$ cat config.mk
export PLATFORM = sky130hd
export DESIGN_NAME = ossw_top
export DESIGN_NICKNAME = d
export VERILOG_FILES = /design/src/hdl/ossw_top.v
export VERILOG_INCLUDE_DIRS = /design/src /design/src/hdl
export SDC_FILE = /design/constraint.sdc
export NUM_CORES = 1
export LEC_CHECK = 0
export ABC_AREA = 1
export BUFFER_PORTS_ARGS = -buffer_cell sky130_fd_sc_hd__buf_2
export CAP_MARGIN = 20
export CORE_ASPECT_RATIO = 1.75
export CORE_MARGIN = 2
export CORE_UTILIZATION = 25
export DETAILED_ROUTE_END_ITERATION = 8
export SETUP_SLACK_MARGIN = 0.05
export SLEW_MARGIN = 30
export SYNTH_ARGS = -nofsm -noshare
export SYNTH_HDL_FRONTEND = slang
export SYNTH_SLANG_ARGS = --single-unit
$ cat constraint.sdc
create_clock -name i_clock -period 5.5 [get_ports i_clock]
set_input_delay 0.55 -clock i_clock [delete_from_list [all_inputs] [get_ports i_clock]]
set_output_delay 0.55 -clock i_clock [all_outputs]
set_load 0.1 [all_outputs]
$ cat src/hdl/ossw_defs.vh
// Constants for the oscillator select and fail-safe switch block.
// Assumes inclusion by hdl/ossw_top.v only; definitions only.
`ifndef OSSW_DEFS_VH
`define OSSW_DEFS_VH

// Register byte address on the AXI4-Lite bus
`define OSSW_CTRL_ADDR      12'h000
`define OSSW_CFG_ADDR       12'h004
// Control register fields
`define OSSW_CUR_HI         14
`define OSSW_CUR_LO         12
`define OSSW_NEXT_HI        10
`define OSSW_NEXT_LO        8
`define OSSW_LOCK_BIT       5
`define OSSW_FAIL_BIT       3
`define OSSW_GO_BIT         0
// Unlock keys
`define OSSW_KEY_LO_1       8'h46
`define OSSW_KEY_LO_2       8'h57
`define OSSW_KEY_HI_1       8'h78
`define OSSW_KEY_HI_2       8'h9a
// Source group codes
`define OSSW_GRP_SEC        3'h0
`define OSSW_GRP_FAST_RC    3'h1
`define OSSW_GRP_SLOW_RC    3'h2
`define OSSW_GRP_EXT        3'h3
`define OSSW_GRP_PLL        3'h7
// Primary option codes
`define OSSW_OPT_SLOW_XTAL  5'h00
`define OSSW_OPT_FAST_XTAL  5'h02
`define OSSW_OPT_XTAL       5'h04
`define OSSW_OPT_XTAL_X4    5'h05
`define OSSW_OPT_XTAL_X8    5'h06
`define OSSW_OPT_XTAL_X16   5'h07
`define OSSW_OPT_RC_IO      5'h08
`define OSSW_OPT_RC_CLKOUT  5'h09
`define OSSW_OPT_CLK_CLKOUT 5'h0b
`define OSSW_OPT_CLK_IO     5'h0c
`define OSSW_OPT_INT_X4     5'h01
`define OSSW_OPT_INT_X8     5'h0a
`define OSSW_OPT_INT_X16    5'h03
`define OSSW_OPT_CLK_IO_X4  5'h0d
`define OSSW_OPT_CLK_IO_X8  5'h0e
`define OSSW_OPT_CLK_IO_X16 5'h0f
`define OSSW_OPT_DIV2_X4    5'h11
`define OSSW_OPT_DIV2_X8    5'h12
`define OSSW_OPT_DIV2_X16   5'h13
`define OSSW_OPT_DIV3_X4    5'h15
`define OSSW_OPT_DIV3_X8    5'h16
`define OSSW_OPT_DIV3_X16   5'h17
// Timing; last count of the 1024-edge (512-period) start-up delay
`define OSSW_DELAY_LAST     10'h3ff
`define OSSW_INSN_DIV       2'd3
`define OSSW_MON_LIMIT      8'd64

`endif

$ cat src/hdl/ossw_top.v
// Oscillator source selection, start-up delay, fail-safe monitor and
// guarded control register, reached over AXI4-Lite.
// Assumes oscillator ticks arrive as asynchronous pin levels; one 100 MHz clock.
//
// The address map and the AXI4-Lite register port were chosen for this implementation.
`timescale 1ns/1ns
`default_nettype none
`include "ossw_defs.vh"

module ossw_top #(
    parameter MON_LIMIT = `OSSW_MON_LIMIT // Clock ticks without an oscillator edge = failure
) (
    input  wire        i_clock,             // 100 MHz system clock
    input  wire        i_rst,               // Async reset, active high (POR/BOR)
    input  wire [2:0]  i_source_group_cfg,  // Group configuration field
    input  wire [4:0]  i_primary_option_cfg,// Primary option configuration field
    input  wire [1:0]  i_switch_monitor_cfg,// Switch/monitor configuration field
    input  wire        i_soft_watchdog_enable, // Software watchdog enable
    input  wire        i_sleep,             // Device in sleep
    input  wire        i_wake,              // Pulse: wake from sleep, restart osc
    input  wire        i_power_up_timer_done, // Power-up timer expired
    input  wire        i_osc_tick,          // Selected oscillator level, async
    input  wire        i_pll_lock,          // Multiplier lock, async
    input  wire [11:0] s_axi_awaddr,        // AXI write address
    input  wire        s_axi_awvalid,       // AXI write address valid
    output wire        s_axi_awready,       // AXI write address ready
    input  wire [31:0] s_axi_wdata,         // AXI write data
    input  wire [3:0]  s_axi_wstrb,         // AXI byte strobes
    input  wire        s_axi_wvalid,        // AXI write data valid
    output wire        s_axi_wready,        // AXI write data ready
    output reg  [1:0]  s_axi_bresp,         // AXI write response
    output reg         s_axi_bvalid,        // AXI write response valid
    input  wire        s_axi_bready,        // AXI write response ready
    input  wire [11:0] s_axi_araddr,        // AXI read address
    input  wire        s_axi_arvalid,       // AXI read address valid
    output wire        s_axi_arready,       // AXI read address ready
    output reg  [31:0] s_axi_rdata,         // AXI read data
    output reg  [1:0]  s_axi_rresp,         // AXI read response
    output reg         s_axi_rvalid,        // AXI read data valid
    input  wire        s_axi_rready,        // AXI read ready
    output reg  [2:0]  o_active_group,      // Group driving the system clock
    output reg  [4:0]  o_active_option,     // Primary option in effect
    output reg  [4:0]  o_pll_mult,          // Multiplier 1, 4, 8 or 16
    output reg         o_clock_release,     // System clock released to consumers
    output reg         o_clock_fail_trap,   // Pulse: clock failure trap
    output reg         o_low_power_osc_en,  // Low-power RC oscillator enable
    output reg         o_osc_second_pin_io, // Second pin free as general I/O
    output reg         o_clock_output_pin_en, // Second pin drives clock output
    output wire        o_osc_input_pin_io   // First pin as I/O: always low
);

    localparam ST_RUN   = 2'd0;
    localparam ST_START = 2'd1;
    localparam ST_SWAP  = 2'd2;

    // Start-up delay only for crystal-type primary and secondary modes
    function needs_delay;
        input [2:0] grp;
        input [4:0] opt;
        begin
            needs_delay = (grp == `OSSW_GRP_SEC) ||
                ((grp == `OSSW_GRP_EXT || grp == `OSSW_GRP_PLL) &&
                 (opt == `OSSW_OPT_SLOW_XTAL || opt == `OSSW_OPT_XTAL ||
                  opt == `OSSW_OPT_FAST_XTAL || opt == `OSSW_OPT_XTAL_X4 ||
                  opt == `OSSW_OPT_XTAL_X8 || opt == `OSSW_OPT_XTAL_X16 || opt[4]));
        end
    endfunction

    // Multiplier factor from the option code on the multiplier group
    function [4:0] mult_of;
        input [2:0] grp;
        input [4:0] opt;
        begin
            mult_of = 5'h01;
            if (grp == `OSSW_GRP_PLL) begin
                if (opt == `OSSW_OPT_CLK_IO_X4 || opt == `OSSW_OPT_INT_X4 ||
                    opt == `OSSW_OPT_XTAL_X4 || opt == `OSSW_OPT_DIV2_X4 ||
                    opt == `OSSW_OPT_DIV3_X4)
                    mult_of = 5'h04;
                else if (opt == `OSSW_OPT_CLK_IO_X8 || opt == `OSSW_OPT_INT_X8 ||
                         opt == `OSSW_OPT_XTAL_X8 || opt == `OSSW_OPT_DIV2_X8 ||
                         opt == `OSSW_OPT_DIV3_X8)
                    mult_of = 5'h08;
                else
                    mult_of = 5'h10;
            end
        end
    endfunction

    // Second pin usable as I/O only for the I/O options
    function pin2_io;
        input [4:0] opt;
        begin
            pin2_io = (opt == `OSSW_OPT_CLK_IO || opt == `OSSW_OPT_RC_IO ||
                       opt == `OSSW_OPT_CLK_IO_X4 || opt == `OSSW_OPT_CLK_IO_X8 ||
                       opt == `OSSW_OPT_CLK_IO_X16 || opt == `OSSW_OPT_INT_X4 ||
                       opt == `OSSW_OPT_INT_X8 || opt == `OSSW_OPT_INT_X16);
        end
    endfunction

    reg  [2:0]  tick_sync_reg;
    reg  [2:0]  lock_sync_reg;
    reg         tick_seen_reg;
    reg         lock_reg;
    reg  [1:0]  div_reg;
    reg         cfg_taken_reg;
    reg  [2:0]  cur_src_reg;
    reg  [2:0]  next_src_reg;
    reg         fail_flag_reg;
    reg         go_reg;
    reg  [1:0]  state_reg;
    reg  [9:0]  delay_cnt_reg;
    reg  [7:0]  mon_reg;
    reg  [1:0]  key_lo_reg;
    reg  [1:0]  key_hi_reg;
    reg         aw_held_reg;
    reg         w_held_reg;
    reg  [11:0] awaddr_reg;
    reg  [31:0] wdata_reg;
    reg  [3:0]  wstrb_reg;

    wire        switch_on = ~i_switch_monitor_cfg[1];
    wire        mon_on    = (i_switch_monitor_cfg == 2'b00);
    wire        insn_en   = (div_reg == `OSSW_INSN_DIV);
    wire        do_write  = aw_held_reg && w_held_reg && !s_axi_bvalid;
    wire        hit_ctrl  = (awaddr_reg == `OSSW_CTRL_ADDR);
    wire [2:0]  cur_grp   = switch_on ? cur_src_reg : i_source_group_cfg;
    wire        fail_now  = mon_on && (state_reg != ST_SWAP) &&
                            (cur_src_reg != `OSSW_GRP_FAST_RC) &&
                            ((mon_reg == MON_LIMIT) ||
                             (state_reg == ST_START && i_power_up_timer_done));
    wire        lo_open   = (key_lo_reg == 2'd2);
    wire        hi_open   = (key_hi_reg == 2'd2);
    wire        lo_wr     = do_write && hit_ctrl && wstrb_reg[0];
    wire        hi_wr     = do_write && hit_ctrl && wstrb_reg[1];

    assign s_axi_awready = !aw_held_reg;
    assign s_axi_wready  = !w_held_reg;
    assign s_axi_arready = !s_axi_rvalid;
    assign o_osc_input_pin_io = 1'b0;

    // Oscillator and lock pins through three flops; agreement marks a change
    always @(posedge i_clock or posedge i_rst) begin
        if (i_rst) begin
            tick_sync_reg <= 3'h0;
            lock_sync_reg <= 3'h0;
            tick_seen_reg <= 1'b0;
            lock_reg      <= 1'b0;
        end else begin
            tick_sync_reg <= {tick_sync_reg[1:0], i_osc_tick};
            lock_sync_reg <= {lock_sync_reg[1:0], i_pll_lock};
            if (tick_sync_reg[2] == tick_sync_reg[1])
                tick_seen_reg <= tick_sync_reg[2];
            if (lock_sync_reg[2] == lock_sync_reg[1])
                lock_reg <= lock_sync_reg[2];
        end
    end

    wire osc_edge = (tick_sync_reg[2] == tick_sync_reg[1]) &&
                    (tick_sync_reg[2] != tick_seen_reg);

    // Instruction-cycle enable: four system clocks per cycle
    always @(posedge i_clock or posedge i_rst) begin
        if (i_rst)
            div_reg <= 2'd0;
        else
            div_reg <= div_reg + 2'd1;
    end

    // Unlock sequencers per byte; a foreign write in between restarts them
    always @(posedge i_clock or posedge i_rst) begin
        if (i_rst) begin
            key_lo_reg <= 2'd0;
            key_hi_reg <= 2'd0;
        end else begin
            if (lo_wr && key_lo_reg == 2'd0 && wdata_reg[7:0] == `OSSW_KEY_LO_1)
                key_lo_reg <= 2'd1;
            else if (lo_wr && key_lo_reg == 2'd1 && wdata_reg[7:0] == `OSSW_KEY_LO_2)
                key_lo_reg <= 2'd2;
            else if (do_write || (lo_open && insn_en))
                key_lo_reg <= 2'd0;
            if (hi_wr && key_hi_reg == 2'd0 && wdata_reg[15:8] == `OSSW_KEY_HI_1)
                key_hi_reg <= 2'd1;
            else if (hi_wr && key_hi_reg == 2'd1 && wdata_reg[15:8] == `OSSW_KEY_HI_2)
                key_hi_reg <= 2'd2;
            else if (do_write || (hi_open && insn_en))
                key_hi_reg <= 2'd0;
        end
    end

    // Source selection, start-up timer, monitor and switch sequence
    always @(posedge i_clock or posedge i_rst) begin
        if (i_rst) begin
            cfg_taken_reg     <= 1'b0;
            cur_src_reg       <= 3'h0;
            next_src_reg      <= 3'h0;
            fail_flag_reg     <= 1'b0;
            go_reg            <= 1'b0;
            state_reg         <= ST_START;
            delay_cnt_reg     <= 10'h000;
            mon_reg           <= 8'h00;
            o_clock_release   <= 1'b0;
            o_clock_fail_trap <= 1'b0;
        end else begin
            o_clock_fail_trap <= 1'b0;
            mon_reg <= (osc_edge || i_sleep) ? 8'h00 :
                       (mon_reg == MON_LIMIT) ? mon_reg : mon_reg + 8'h01;
            if (!cfg_taken_reg) begin
                // Straps caught on the first edge after release
                cfg_taken_reg <= 1'b1;
                cur_src_reg   <= i_source_group_cfg;
                next_src_reg  <= i_source_group_cfg;
                delay_cnt_reg <= 10'h000;
                state_reg     <= ST_START;
            end else if (fail_now) begin
                cur_src_reg       <= `OSSW_GRP_FAST_RC;
                fail_flag_reg     <= 1'b1;
                go_reg            <= 1'b0;
                o_clock_fail_trap <= 1'b1;
                o_clock_release   <= 1'b1;
                state_reg         <= ST_RUN;
            end else begin
                if (hi_wr && hi_open && switch_on)
                    next_src_reg <= wdata_reg[`OSSW_NEXT_HI:`OSSW_NEXT_LO];
                if (lo_wr && lo_open && switch_on) begin
                    go_reg <= wdata_reg[`OSSW_GO_BIT];
                    if (!wdata_reg[`OSSW_FAIL_BIT])
                        fail_flag_reg <= 1'b0;
                end
                case (state_reg)
                    ST_START: begin
                        // Wake restarts the delay count
                        if (i_wake || i_sleep) begin
                            delay_cnt_reg   <= 10'h000;
                            o_clock_release <= 1'b0;
                        end else if (!needs_delay(cur_grp, i_primary_option_cfg)) begin
                            o_clock_release <= 1'b1;
                            state_reg       <= ST_RUN;
                        end else if (osc_edge) begin
                            delay_cnt_reg <= delay_cnt_reg + 10'h001;
                            if (delay_cnt_reg == `OSSW_DELAY_LAST) begin
                                o_clock_release <= 1'b1;
                                state_reg       <= ST_RUN;
                            end
                        end
                    end
                    ST_RUN: begin
                        if (i_wake) begin
                            delay_cnt_reg   <= 10'h000;
                            o_clock_release <= 1'b0;
                            state_reg       <= ST_START;
                        end else if (go_reg && switch_on && next_src_reg != cur_src_reg) begin
                            state_reg <= ST_SWAP;
                        end else if (go_reg) begin
                            go_reg <= 1'b0;
                        end
                    end
                    default: begin
                        // Aborted when software clears the go bit
                        if (!go_reg) begin
                            state_reg <= ST_RUN;
                        end else if (osc_edge) begin
                            cur_src_reg   <= next_src_reg;
                            go_reg        <= 1'b0;
                            delay_cnt_reg <= 10'h000;
                            state_reg <= ST_START;
                        end
                    end
                endcase
            end
        end
    end

    // Outputs toward the clock tree and pins
    always @(posedge i_clock or posedge i_rst) begin
        if (i_rst) begin
            o_active_group        <= 3'h0;
            o_active_option       <= 5'h00;
            o_pll_mult            <= 5'h01;
            o_low_power_osc_en    <= 1'b0;
            o_osc_second_pin_io   <= 1'b0;
            o_clock_output_pin_en <= 1'b0;
        end else begin
            o_active_group  <= cur_grp;
            o_active_option <= i_primary_option_cfg;
            o_pll_mult      <= mult_of(cur_grp, i_primary_option_cfg);
            o_low_power_osc_en <= mon_on ? !i_sleep :
                               (i_soft_watchdog_enable || cur_grp == `OSSW_GRP_SLOW_RC);
            o_osc_second_pin_io <= pin2_io(i_primary_option_cfg);
            o_clock_output_pin_en <= (cur_grp == `OSSW_GRP_EXT) &&
                                     (i_primary_option_cfg == `OSSW_OPT_CLK_CLKOUT ||
                                      i_primary_option_cfg == `OSSW_OPT_RC_CLKOUT);
        end
    end

    // AXI write channel capture and response
    always @(posedge i_clock or posedge i_rst) begin
        if (i_rst) begin
            aw_held_reg  <= 1'b0;
            w_held_reg   <= 1'b0;
            awaddr_reg   <= 12'h000;
            wdata_reg    <= 32'h0000_0000;
            wstrb_reg    <= 4'h0;
            s_axi_bvalid <= 1'b0;
            s_axi_bresp  <= 2'b00;
        end else begin
            if (s_axi_awvalid && !aw_held_reg) begin
                aw_held_reg <= 1'b1;
                awaddr_reg  <= s_axi_awaddr;
            end
            if (s_axi_wvalid && !w_held_reg) begin
                w_held_reg <= 1'b1;
                wdata_reg  <= s_axi_wdata;
                wstrb_reg  <= s_axi_wstrb;
            end
            if (do_write) begin
                s_axi_bvalid <= 1'b1;
                s_axi_bresp  <= (hit_ctrl || awaddr_reg == `OSSW_CFG_ADDR) ? 2'b00 : 2'b10;
            end else if (s_axi_bvalid && s_axi_bready) begin
                s_axi_bvalid <= 1'b0;
                aw_held_reg  <= 1'b0;
                w_held_reg   <= 1'b0;
            end
        end
    end

    // AXI read: control word and read-only configuration view
    always @(posedge i_clock or posedge i_rst) begin
        if (i_rst) begin
            s_axi_rvalid <= 1'b0;
            s_axi_rdata  <= 32'h0000_0000;
            s_axi_rresp  <= 2'b00;
        end else if (s_axi_arvalid && !s_axi_rvalid) begin
            s_axi_rvalid <= 1'b1;
            s_axi_rresp  <= 2'b00;
            if (s_axi_araddr == `OSSW_CTRL_ADDR)
                s_axi_rdata <= {17'h00000, cur_grp, 1'b0, next_src_reg, 2'b00,
                                lock_reg, 1'b0, fail_flag_reg, 2'b00, go_reg};
            else if (s_axi_araddr == `OSSW_CFG_ADDR)
                s_axi_rdata <= {16'h0000, 6'h00, i_switch_monitor_cfg,
                                i_source_group_cfg, i_primary_option_cfg};
            else begin
                s_axi_rdata <= 32'h0000_0000;
                s_axi_rresp <= 2'b10;
            end
        end else if (s_axi_rvalid && s_axi_rready) begin
            s_axi_rvalid <= 1'b0;
        end
    end

endmodule
`default_nettype wire
Yosys cells after proc, flatten, opt, wreduce, memory -nomap -nowiden
Index checks and enable logic that the tools add are counted.

storage, ports and cells
  latch bits = 0
  memory bits (writable) = 0
  memories kept = 0
  output and inout bits = 60
  word-level logic and storage cells = 265
  flip-flop bits (word level) = 131
  input port bits = 83
  memory bits (read-only) = 0

operators by class
  order comparisons = 0
  bitwise operators = 1
  equal/unequal tests = 62
  multiply operators = 0
  shifts and indexed selects = 0
  reductions and logical operators = 90
  $add $sub $neg = 3
  muxes and demuxes = 76
  divide/modulo/power cells = 0

operator list
  kind                                                  count
  2-to-1 mux 10 bit                                     9
  equality test 5 x 4 -> 1 bit, second input constant   8
  2-to-1 mux 2 bit                                      19
  logical AND 1 bit                                     33
  equality test 8 x 7 -> 1 bit, second input constant   4
  logical OR 1 bit                                      31
  2-to-1 mux 1 bit                                      29
  2-to-1 mux 3 bit                                      9
  equality test 12 x 3 -> 1 bit, second input constant  2
  logical NOT 12 bit                                    2
  equality test 5 x 3 -> 1 bit, second input constant   4
  equality test 5 bit, second input constant            4
  case mux 10 bit (2 select lines)                      1
  2-to-1 mux 8 bit                                      2
  2-to-1 mux 15 bit                                     1
  2-to-1 mux 5 bit                                      3
  != test 5 bit, second input constant                  3
  adder 10 x 1 -> 10 bit, second input constant         1
  equality test 10 bit, second input constant           1
  equality test 5 x 2 -> 1 bit, second input constant   2
  != test 5 x 4 -> 1 bit, second input constant         2
  AND reduction 5 bit                                   2
  != test 3 x 1 -> 1 bit, second input constant         3
  nonzero test 3 bit                                    3
  32 further kinds                                      54

Depth between registers and ports, before layout
Gate-level depths: netlist of the first run.

  depth after elaboration = 14
  gate-level depth with buffers = 14
  gate-level depth less buffers = 13

Worst setup path after synthesis of the first run
No wires, ideal clock.

  path type = reg2reg
  start point = register s_axi_rvalid
  end point = register s_axi_rdata[0]
  period minus slack after synthesis = 2.517 ns
  setup slack = 2.983 ns
  stages on the path, launching flop included = 7
  setup time = 0.082 ns
  arrival time = 2.435 ns
  path buffers = 1
  required time = 5.418 ns
  cells stage by stage = dfrtp_1 > inv_1 > nand2_1 > inv_1 > clkbuf_1 > nor2_1 > a31oi_1

on the way
  cells in the longest elaborated chain, start to end = 2

ends and longest elaborated chain
  item                    line            RTL
  from (decl)             ossw_top.v:39   output reg s_axi_rvalid,
  from (signal assigned)  ossw_top.v:330  s_axi_rvalid <= 1'b0;
  from (signal assigned)  ossw_top.v:334  s_axi_rvalid <= 1'b1;
  from (signal assigned)  ossw_top.v:347  s_axi_rvalid <= 1'b0;
  logical NOT 1 bit       n/a
  via s_axi_arready       ossw_top.v:36   output wire s_axi_arready,
  logical AND 1 bit       ossw_top.v:333  end else if (s_axi_arvalid && !s_axi_rvalid) begin
  to (signal assigned)    ossw_top.v:337  s_axi_rdata <= {17'h00000, cur_grp, 1'b0, next_src_reg, 2'b00,
  to (signal assigned)    ossw_top.v:340  s_axi_rdata <= {16'h0000, 6'h00, i_switch_monitor_cfg,
  to (decl)               ossw_top.v:37   output reg [31:0] s_axi_rdata,

The timed path passes the listed nets, and every way through them passes these cells.
A chain may end at the register's enable or synchronous reset.

Final worst setup path of the first run
  start point = register cfg_taken_reg
  end point = register delay_cnt_reg[7]

on the way
  cells in the longest elaborated chain, start to end = 2
  elaborated cells between the ends (all ways) = 8
  those cells by class = eq/ne (6); mux (1); reduce/logical (1)

ends and longest elaborated chain
  item                                                            line            RTL
  from (decl)                                                     ossw_top.v:106  reg cfg_taken_reg;
  from (signal assigned)                                          ossw_top.v:194  cfg_taken_reg <= 1'b0;
  from (signal assigned)                                          ossw_top.v:210  cfg_taken_reg <= 1'b1;
  != test 4 x 2 -> 1 bit (no line), or another cell as far along  n/a
  AND reduction 6 bit (no line)                                   n/a
  to (signal assigned)                                            ossw_top.v:240  delay_cnt_reg <= delay_cnt_reg + 10'h001;
  to (decl)                                                       ossw_top.v:112  reg [9:0] delay_cnt_reg;

Several ways; a longest one is shown, not always the timed one.

==> results of run 1 <==
[power by group through the flow]
stage          clock, uW  sequential, uW  combinational [uW]
4_1_cts              742            1060                 796
3_3_place_gp           0            1070                 786
3_5_place_dp           0            1080                 794
5_1_grt              775            1090                 861
2_1_floorplan          0            1230                 485
6_report             721            1060                 785
[metal layers]
metal  routed length (um)  GRT usage  part of all wire
met5                    0          0                 0
met4                  347    0.06098             0.027
met3                  536    0.01937             0.042
met2                 6716     0.2176              0.53
met1                 5057     0.1278              0.40
[worst reg2reg max path: stages (launching register included)]
cell      delay [ps]
dfrtp_1          670
inv_1            420
nor2_1           290
a21oi_4           50
nand3_4          120
clkinv_4         160
nand2_1          120
o21ai_2           50
[worst paths after layout]
path                                   from          endpoint  slack [ps]  cells after the start
max                           cfg_taken_reg  delay_cnt_reg[7]        3510                      7
min                                   i_rst  lock_sync_reg[0]         280                      2
max reg2reg                   cfg_taken_reg  delay_cnt_reg[7]        3510                      7
min reg2reg                tick_sync_reg[0]  tick_sync_reg[1]         340                      0
max in group asynchronous             i_rst      wdata_reg[3]        3960                      3
min in group i_clock             i_pll_lock  lock_sync_reg[0]         300                      1
[cells in the mapped netlist, types with 2 or more instances]
cell        n  area share
a21oi_1    32       0.030
a31oi_1     6      0.0071
buf_4      24       0.034
clkbuf_1    7      0.0049
conb_1      2      0.0014
dfrtp_1   108        0.51
dfstp_2     2      0.0099
ha_1        4      0.0094
inv_1      76       0.054
inv_2       2      0.0014
mux2_2      8       0.017
nand2_1   116       0.082
nand2_2     9       0.011
nand2_4     3      0.0064
nand3_1    32       0.030
nand3_2     2      0.0038
nand4_1     9       0.011
nor2_1     70       0.049
nor2_4      4      0.0085
nor3_1     18       0.017
nor4_1      9       0.011
o21a_1      2      0.0028
o21ai_0    32       0.030
o21ai_2     8       0.013
o31ai_1     6      0.0085
xnor2_1     3      0.0049
xor2_1      2      0.0033
[cell type report]
type                            count  area, sq um  area share
Clock buffer                       11        242.7     0.03839
Multi-Input combinational cell    410         2083      0.3295
Tap cell                          252        315.3     0.04987
Clock inverter                      5        83.83     0.01326
Sequential cell                   110         2755      0.4358
Inverter                           81        316.6     0.05007
Timing Repair Buffer              104        525.5     0.08312
[cells by family after synthesis]
| kind of cell | after synthesis | synth area share |
|---|---|---|
| other cells | 2 | 0.001413 |
| buf+inv | 115 | 0.1048 |
| compound gates | 92 | 0.1015 |
| mux | 8 | 0.01695 |
| xor+xnor | 5 | 0.008243 |
| simple gates | 277 | 0.2373 |
| flops | 110 | 0.5185 |
| fa+ha+maj | 5 | 0.01130 |
[per-stage QoR]
step	power, uW	hold slack, ps	area, sq um	std cells	utilization
6_report	2567	277.8	6322	973	0.3033
5_1_grt	2722	292.6	6322	973	0.3033
4_1_cts	2599	282.9	6322	973	0.3033
3_5_place_dp	1871	336.2	5996	957	0.2876
3_3_place_gp	1859	338.1	5993	957	0.2875
2_1_floorplan	1717	331.2	5393	635	-
==> run_results.csv, run 1 <==
group,metric,value,unit
sta,finalHoldViolations,0,
pwr,seq_power_share,0.413,
placed_design,dp_hpwl,9629,um
flow_run,drv_cap,0,
clock_network,cts_sinks,110,
hold_path,min-delay-path-class,"input pin to asynchronous set/reset pin",
yosys,synth.yosys.seq_area_share,0.5185,
setup_path,cp_num_buf_inv,2,
sta,tns,0,ps
floorplanning,die_h,196.9,um
grt,grt_pass1_wl,20610,um
clock_network,ctsHtreeMaxLevel,3,
setup_path,crit_type,"flip-flop to flip-flop",
setup_path,critPathTopFamily,"flip-flops",
cells_and_area,layout_common_cells,"115 x nand2_1, 108 x dfrtp_1, 102 x buf_2, 75 x inv_1, 70 x nor2_1",
pwr,vdd_ir_drop_max,0.0003086,V
floorplanning,rows,70,
cells_and_area,final_common_cell,"nand2_1",
setup_path,crit_path_cell_trace,"inv_1, nor2_1, a21oi_4, nand3_4, clkinv_4, nand2_1, o21ai_2",
pwr,p_leak,0.003104,uW
yosys,ys.flop_type,"dfrtp_1",
sta,tightest_slew,810.8,ps
placed_design,place_congestion,0.7996,
floorplanning,die_w,114.2,um
floorplanning,design.die.area,22480,sq um
route,dr.pass1.iters,4,
pwr,switchingPower,1001,uW
clock_network,numCtsBuffers,9,
clock_network,cts_hold_buffers,0,
sta,finalClockSkew,9.570,ps
floorplanning,start_util,0.2549,
yosys,synth_edf_count,0,
route,vias,4267,
cells_and_area,antenna_cells,0,
setup_path,cpMaxStageDelayCell,"dfrtp_1",
status,status,"complete, no violations",
cells_and_area,largest_reg_flops,16,
yosys,yosysWarnings,0,
sta,fin_crit,1994,ps
yosys,avgSynthCellArea,8.654,sq um
setup_path,crit_fanout,16,
cells_and_area,fillerInstances,2234,
clock_network,tritoncts,"yes",
placed_design,io_buffers,102,
route,drc,0,
pwr,swShare,0.3901,
clock_network,root_buffer,"clkbuf_16",
pwr,p_int,1566,uW
floorplanning,core,20850,sq um
setup_path,worstPathRequired,5750,ps
route,drt_iter0_drc,253,
clock_network,ctsResizeCount,0,
pwr,power_density,406.1,nW/um^2
grt,overflow,0,
grt,grt_max_degree,62,
pwr,pwr-share-clk,0.281,
sta,finalSetupViolations,0,
route,wl_per_cell,13.01,um
floorplanning,ioPinCount,143,
clock_network,post_cts_buffers,0,
grt,grt_pass1_vias,4214,
clock_network,clk_pin_slew,80,ps
sta,setup_ws,3506,ps
route,viasPerCell,4.385,
yosys,synthArstFlopShare,1.000,
setup_path,worstSetupStartpointType,"flip-flop",
yosys,synthDistinctLibCells,45,
cells_and_area,area_growth,18.98,%
clock_network,clk_latency,360,ps
sta,slew_headroom,0.4595,
cells_and_area,layout-drive-gt1-share,0.2261,
route,ant_nets,0,
yosys,ys_ff_latch,110,
placed_design,post-place-ws,3440,ps
grt,antenna_found_initial,0,
pwr,p_comb_frac,0.306,
setup_path,cp_data_arrival_time,2240,ps
clock_network,clock_path_buffers,2,
sta,drv_slew,0,
setup_path,slowest_delay,670,ps
grt,grt_usage,0.1182,
route,routed_wl,12660,um
setup_path,critPathCaptureType,"flip-flop",
yosys,synth_area,5314,sq um
sta,rsz0062_at_grt,"no",
sta,fmax,501.4,MHz
yosys,synthCells,614,
sta,finalCritPeriodShare,0.3626,
cells_and_area,layout.nets,803,
Power figures use the tool's default switching activity.
==> run 2: changes to the inputs <==
Settings changed: ABC_AREA 1 to 0.
Clock period 5.5 ns to 2 ns, I/O delays scaled along.
==> run_results.csv, run 2 <==
group,metric,value,unit
yosys,synth_area_leaders,"dfrtp_1 54%, mux2_2 7.5%, buf_4 3.6%, nor2_1 2.5%, o21ai_0 2.4%",
floorplanning,core,19650,sq um
setup_path,crit_type,"flip-flop to flip-flop",
sta,rsz0062_at_grt,"yes",
cells_and_area,layout-drive-gt1-share,0.3668,
grt,grt_usage,0.1135,
grt,overflow,0,
route,dr.pass1.iters,4,
sta,slew_headroom,0.6535,
cells_and_area,antenna_cells,0,
sta,finalSetupViolations,0,
sta,finalClockSkew,13.54,ps
floorplanning,start_util,0.2536,
yosys,synthDistinctLibCells,59,
cells_and_area,layout.nets,660,
yosys,ys_ff_latch,110,
route,vias,3694,
floorplanning,die_h,190.8,um
pwr,p_leak,0.002902,uW
placed_design,io_buffers,102,
pwr,vdd_ir_drop_max,0.001022,V
route,wl_per_cell,14.08,um
yosys,synth_top_cells_by_count,"108 x dfrtp_1, 33 x mux2_2, 33 x nor2_1",
sta,drv_slew,0,
sta,fin_crit,1907,ps
sta,finalHoldViolations,0,
yosys,synth_area,4984,sq um
sta,tightest_slew,523.3,ps
grt,antenna_found_initial,0,
route,drt_iter0_drc,123,
clock_network,root_buffer,"clkbuf_16",
route,routed_wl,11580,um
cells_and_area,final_common_cell,"dfrtp_1",
clock_network,numCtsBuffers,9,
setup_path,worstPathRequired,2240,ps
yosys,synth.yosys.seq_area_share,0.5528,
grt,grt_pass1_wl,19040,um
floorplanning,die_w,110.7,um
setup_path,critPathCaptureType,"flip-flop",
clock_network,clk_latency,360,ps
clock_network,clock_path_buffers,2,
yosys,yosysWarnings,0,
pwr,power_density,1003,nW/um^2
cells_and_area,area_growth,26.79,%
route,ant_nets,0,
yosys,synth_most_common_cell,"dfrtp_1",
setup_path,crit_fanout,6,
yosys,avgSynthCellArea,11.25,sq um
route,drc,0,
setup_path,worstSetupStartpointType,"flip-flop",
sta,finalCritPeriodShare,0.9535,
setup_path,slowest_delay,490,ps
cells_and_area,largest_reg_flops,16,
yosys,synth_edf_count,0,
sta,fmax,524.4,MHz
clock_network,clk_pin_slew,90,ps
floorplanning,ioPinCount,143,
floorplanning,rows,68,
yosys,synthArstFlopShare,1.000,
clock_network,cts_sinks,110,
yosys,synth_top_area_frac,0.5423,
yosys,synthCells,443,
cells_and_area,fin_cells,823,
yosys,ys.flop_type,"dfrtp_1",
sta,hold_ws,13.13,ps
placed_design,dp_hpwl,8898,um
grt,grt_pass1_vias,3759,
clock_network,tritoncts,"yes",
status,status,"complete, no violations",
grt,grt_max_degree,82,
yosys,synth_top_area_cell,"dfrtp_1",
placed_design,dp_cells,802,
setup_path,cpMaxStageDelayCell,"or3b_2",
cells_and_area,layout_common_cells,"106 x dfrtp_1, 102 x buf_2, 32 x mux2_2, 32 x nor2_1, 29 x buf_4",
setup_path,crit_path_cell_trace,"or3b_2, nor3b_2, buf_4, nand2b_2, o32ai_1, nor2_1",
flow_run,drv_cap,0,
placed_design,place_congestion,0.7661,
route,viasPerCell,4.488,
cells_and_area,fillerInstances,2024,
floorplanning,design.die.area,21120,sq um
cells_and_area,fin_util,0.3215,
hold_path,min-delay-path-class,"input pin to flip-flop",
setup_path,cp_data_arrival_time,2140,ps
clock_network,ctsHtreeMaxLevel,3,
## run 2: cell count changes after synthesis, moves of 9 or more
cell | before | now
nor2_1 | 70 | 33
mux2_2 | 8 | 33
nor3_1 | 18 | 9
inv_1 | 76 | 17
a21oi_1 | 32 | 13
nand2_1 | 116 | 22
nand2_2 | 9 | 0
nand3_1 | 32 | 17
a22o_1 | 0 | 9
mux2i_1 | 0 | 11
## run 2: final timing paths
path                            cells after the start                    start                 end  slack, ps
worst max register to register                      6           cur_src_reg[0]     o_clock_release         90
worst min-delay path                                1  i_primary_option_cfg[0]  o_active_option[0]         10
min in group asynchronous                           3                    i_rst    lock_sync_reg[0]        280
worst min register to register                      0         lock_sync_reg[0]    lock_sync_reg[1]        350
max in group asynchronous                           4                    i_rst       awaddr_reg[8]       1090
worst max-delay path                                6           cur_src_reg[0]     o_clock_release         90
## run 2: power breakdown
group | switching [uW] | internal (uW) | leakage, uW | total, uW
clock network | 910 | 893 | 0.000149 | 1800
logic | 1030 | 596 | 0.00139 | 1630
registers | 281 | 2620 | 0.00137 | 2910
## run 2: repair_timing
item | in CTS | in global routing
hold endpoints to repair | 23 | 0
setup endpoints to repair | 7 | 19
pin swaps | 0 | 2
gates resized for setup | 3 | 18
buffers inserted | 0 | 1
hold buffers | 4 | 0
## run 2: critical path, delay by kind of cell, from the launching register on
| kind | cells | cell delay (ps) |
|---|---|---|
| AO/OA/AOI/OAI | 1 | 280 |
| AND/OR/NAND/NOR | 4 | 970 |
| buffers and inverters | 1 | 150 |
| flip-flops | 1 | 390 |
## run 2: stage by stage
stage	instance area, sq um	power (uW)	setup WS [ps]	TNS [ps]
floorplan	5114	4193	-170.3	-528.4
global placement	5909	4544	47.85	0
detailed placement	5909	4582	19.46	0
CTS	6260	6433	52.69	0
global route	6319	6682	-18.97	-18.97
finish	6319	6340	93.05	0
## run 2: cells by family (layout without fill, tap and decap cells)
family	after synthesis	after routing	share of synthesized area
buffers and inverters	56	170	0.06076
AOI/OAI and AO/OA	83	83	0.1110
xor gates and xnor gates	10	10	0.01757
muxes	46	46	0.1012
DFF	110	110	0.5528
other	2	23	0.001507
adders and majority gates	6	6	0.01406
and+or+nand+nor	130	130	0.1411
## run 2: final cells by class
| class | count | area [sq um] | area share |
|---|---|---|---|
| Sequential cell | 110 | 2758 | 0.4364 |
| Inverter | 17 | 71.32 | 0.01129 |
| Clock buffer | 9 | 225.2 | 0.03564 |
| Tap cell | 245 | 306.5 | 0.04851 |
| Multi-Input combinational cell | 298 | 2082 | 0.3295 |
| Clock inverter | 7 | 76.32 | 0.01208 |
| Timing Repair Buffer | 137 | 799.5 | 0.1265 |
## run 2: metal layers
layer | vias to the layer above | wire length [um] | global-route usage
li1 | 1797 | - | -
met1 | 1795 | 4629 | 0.1263
met2 | 94 | 6343 | 0.2121
met3 | 8 | 480 | 0.02511
met4 | 0 | 131 | 0.03894
met5 | - | 0 | 0
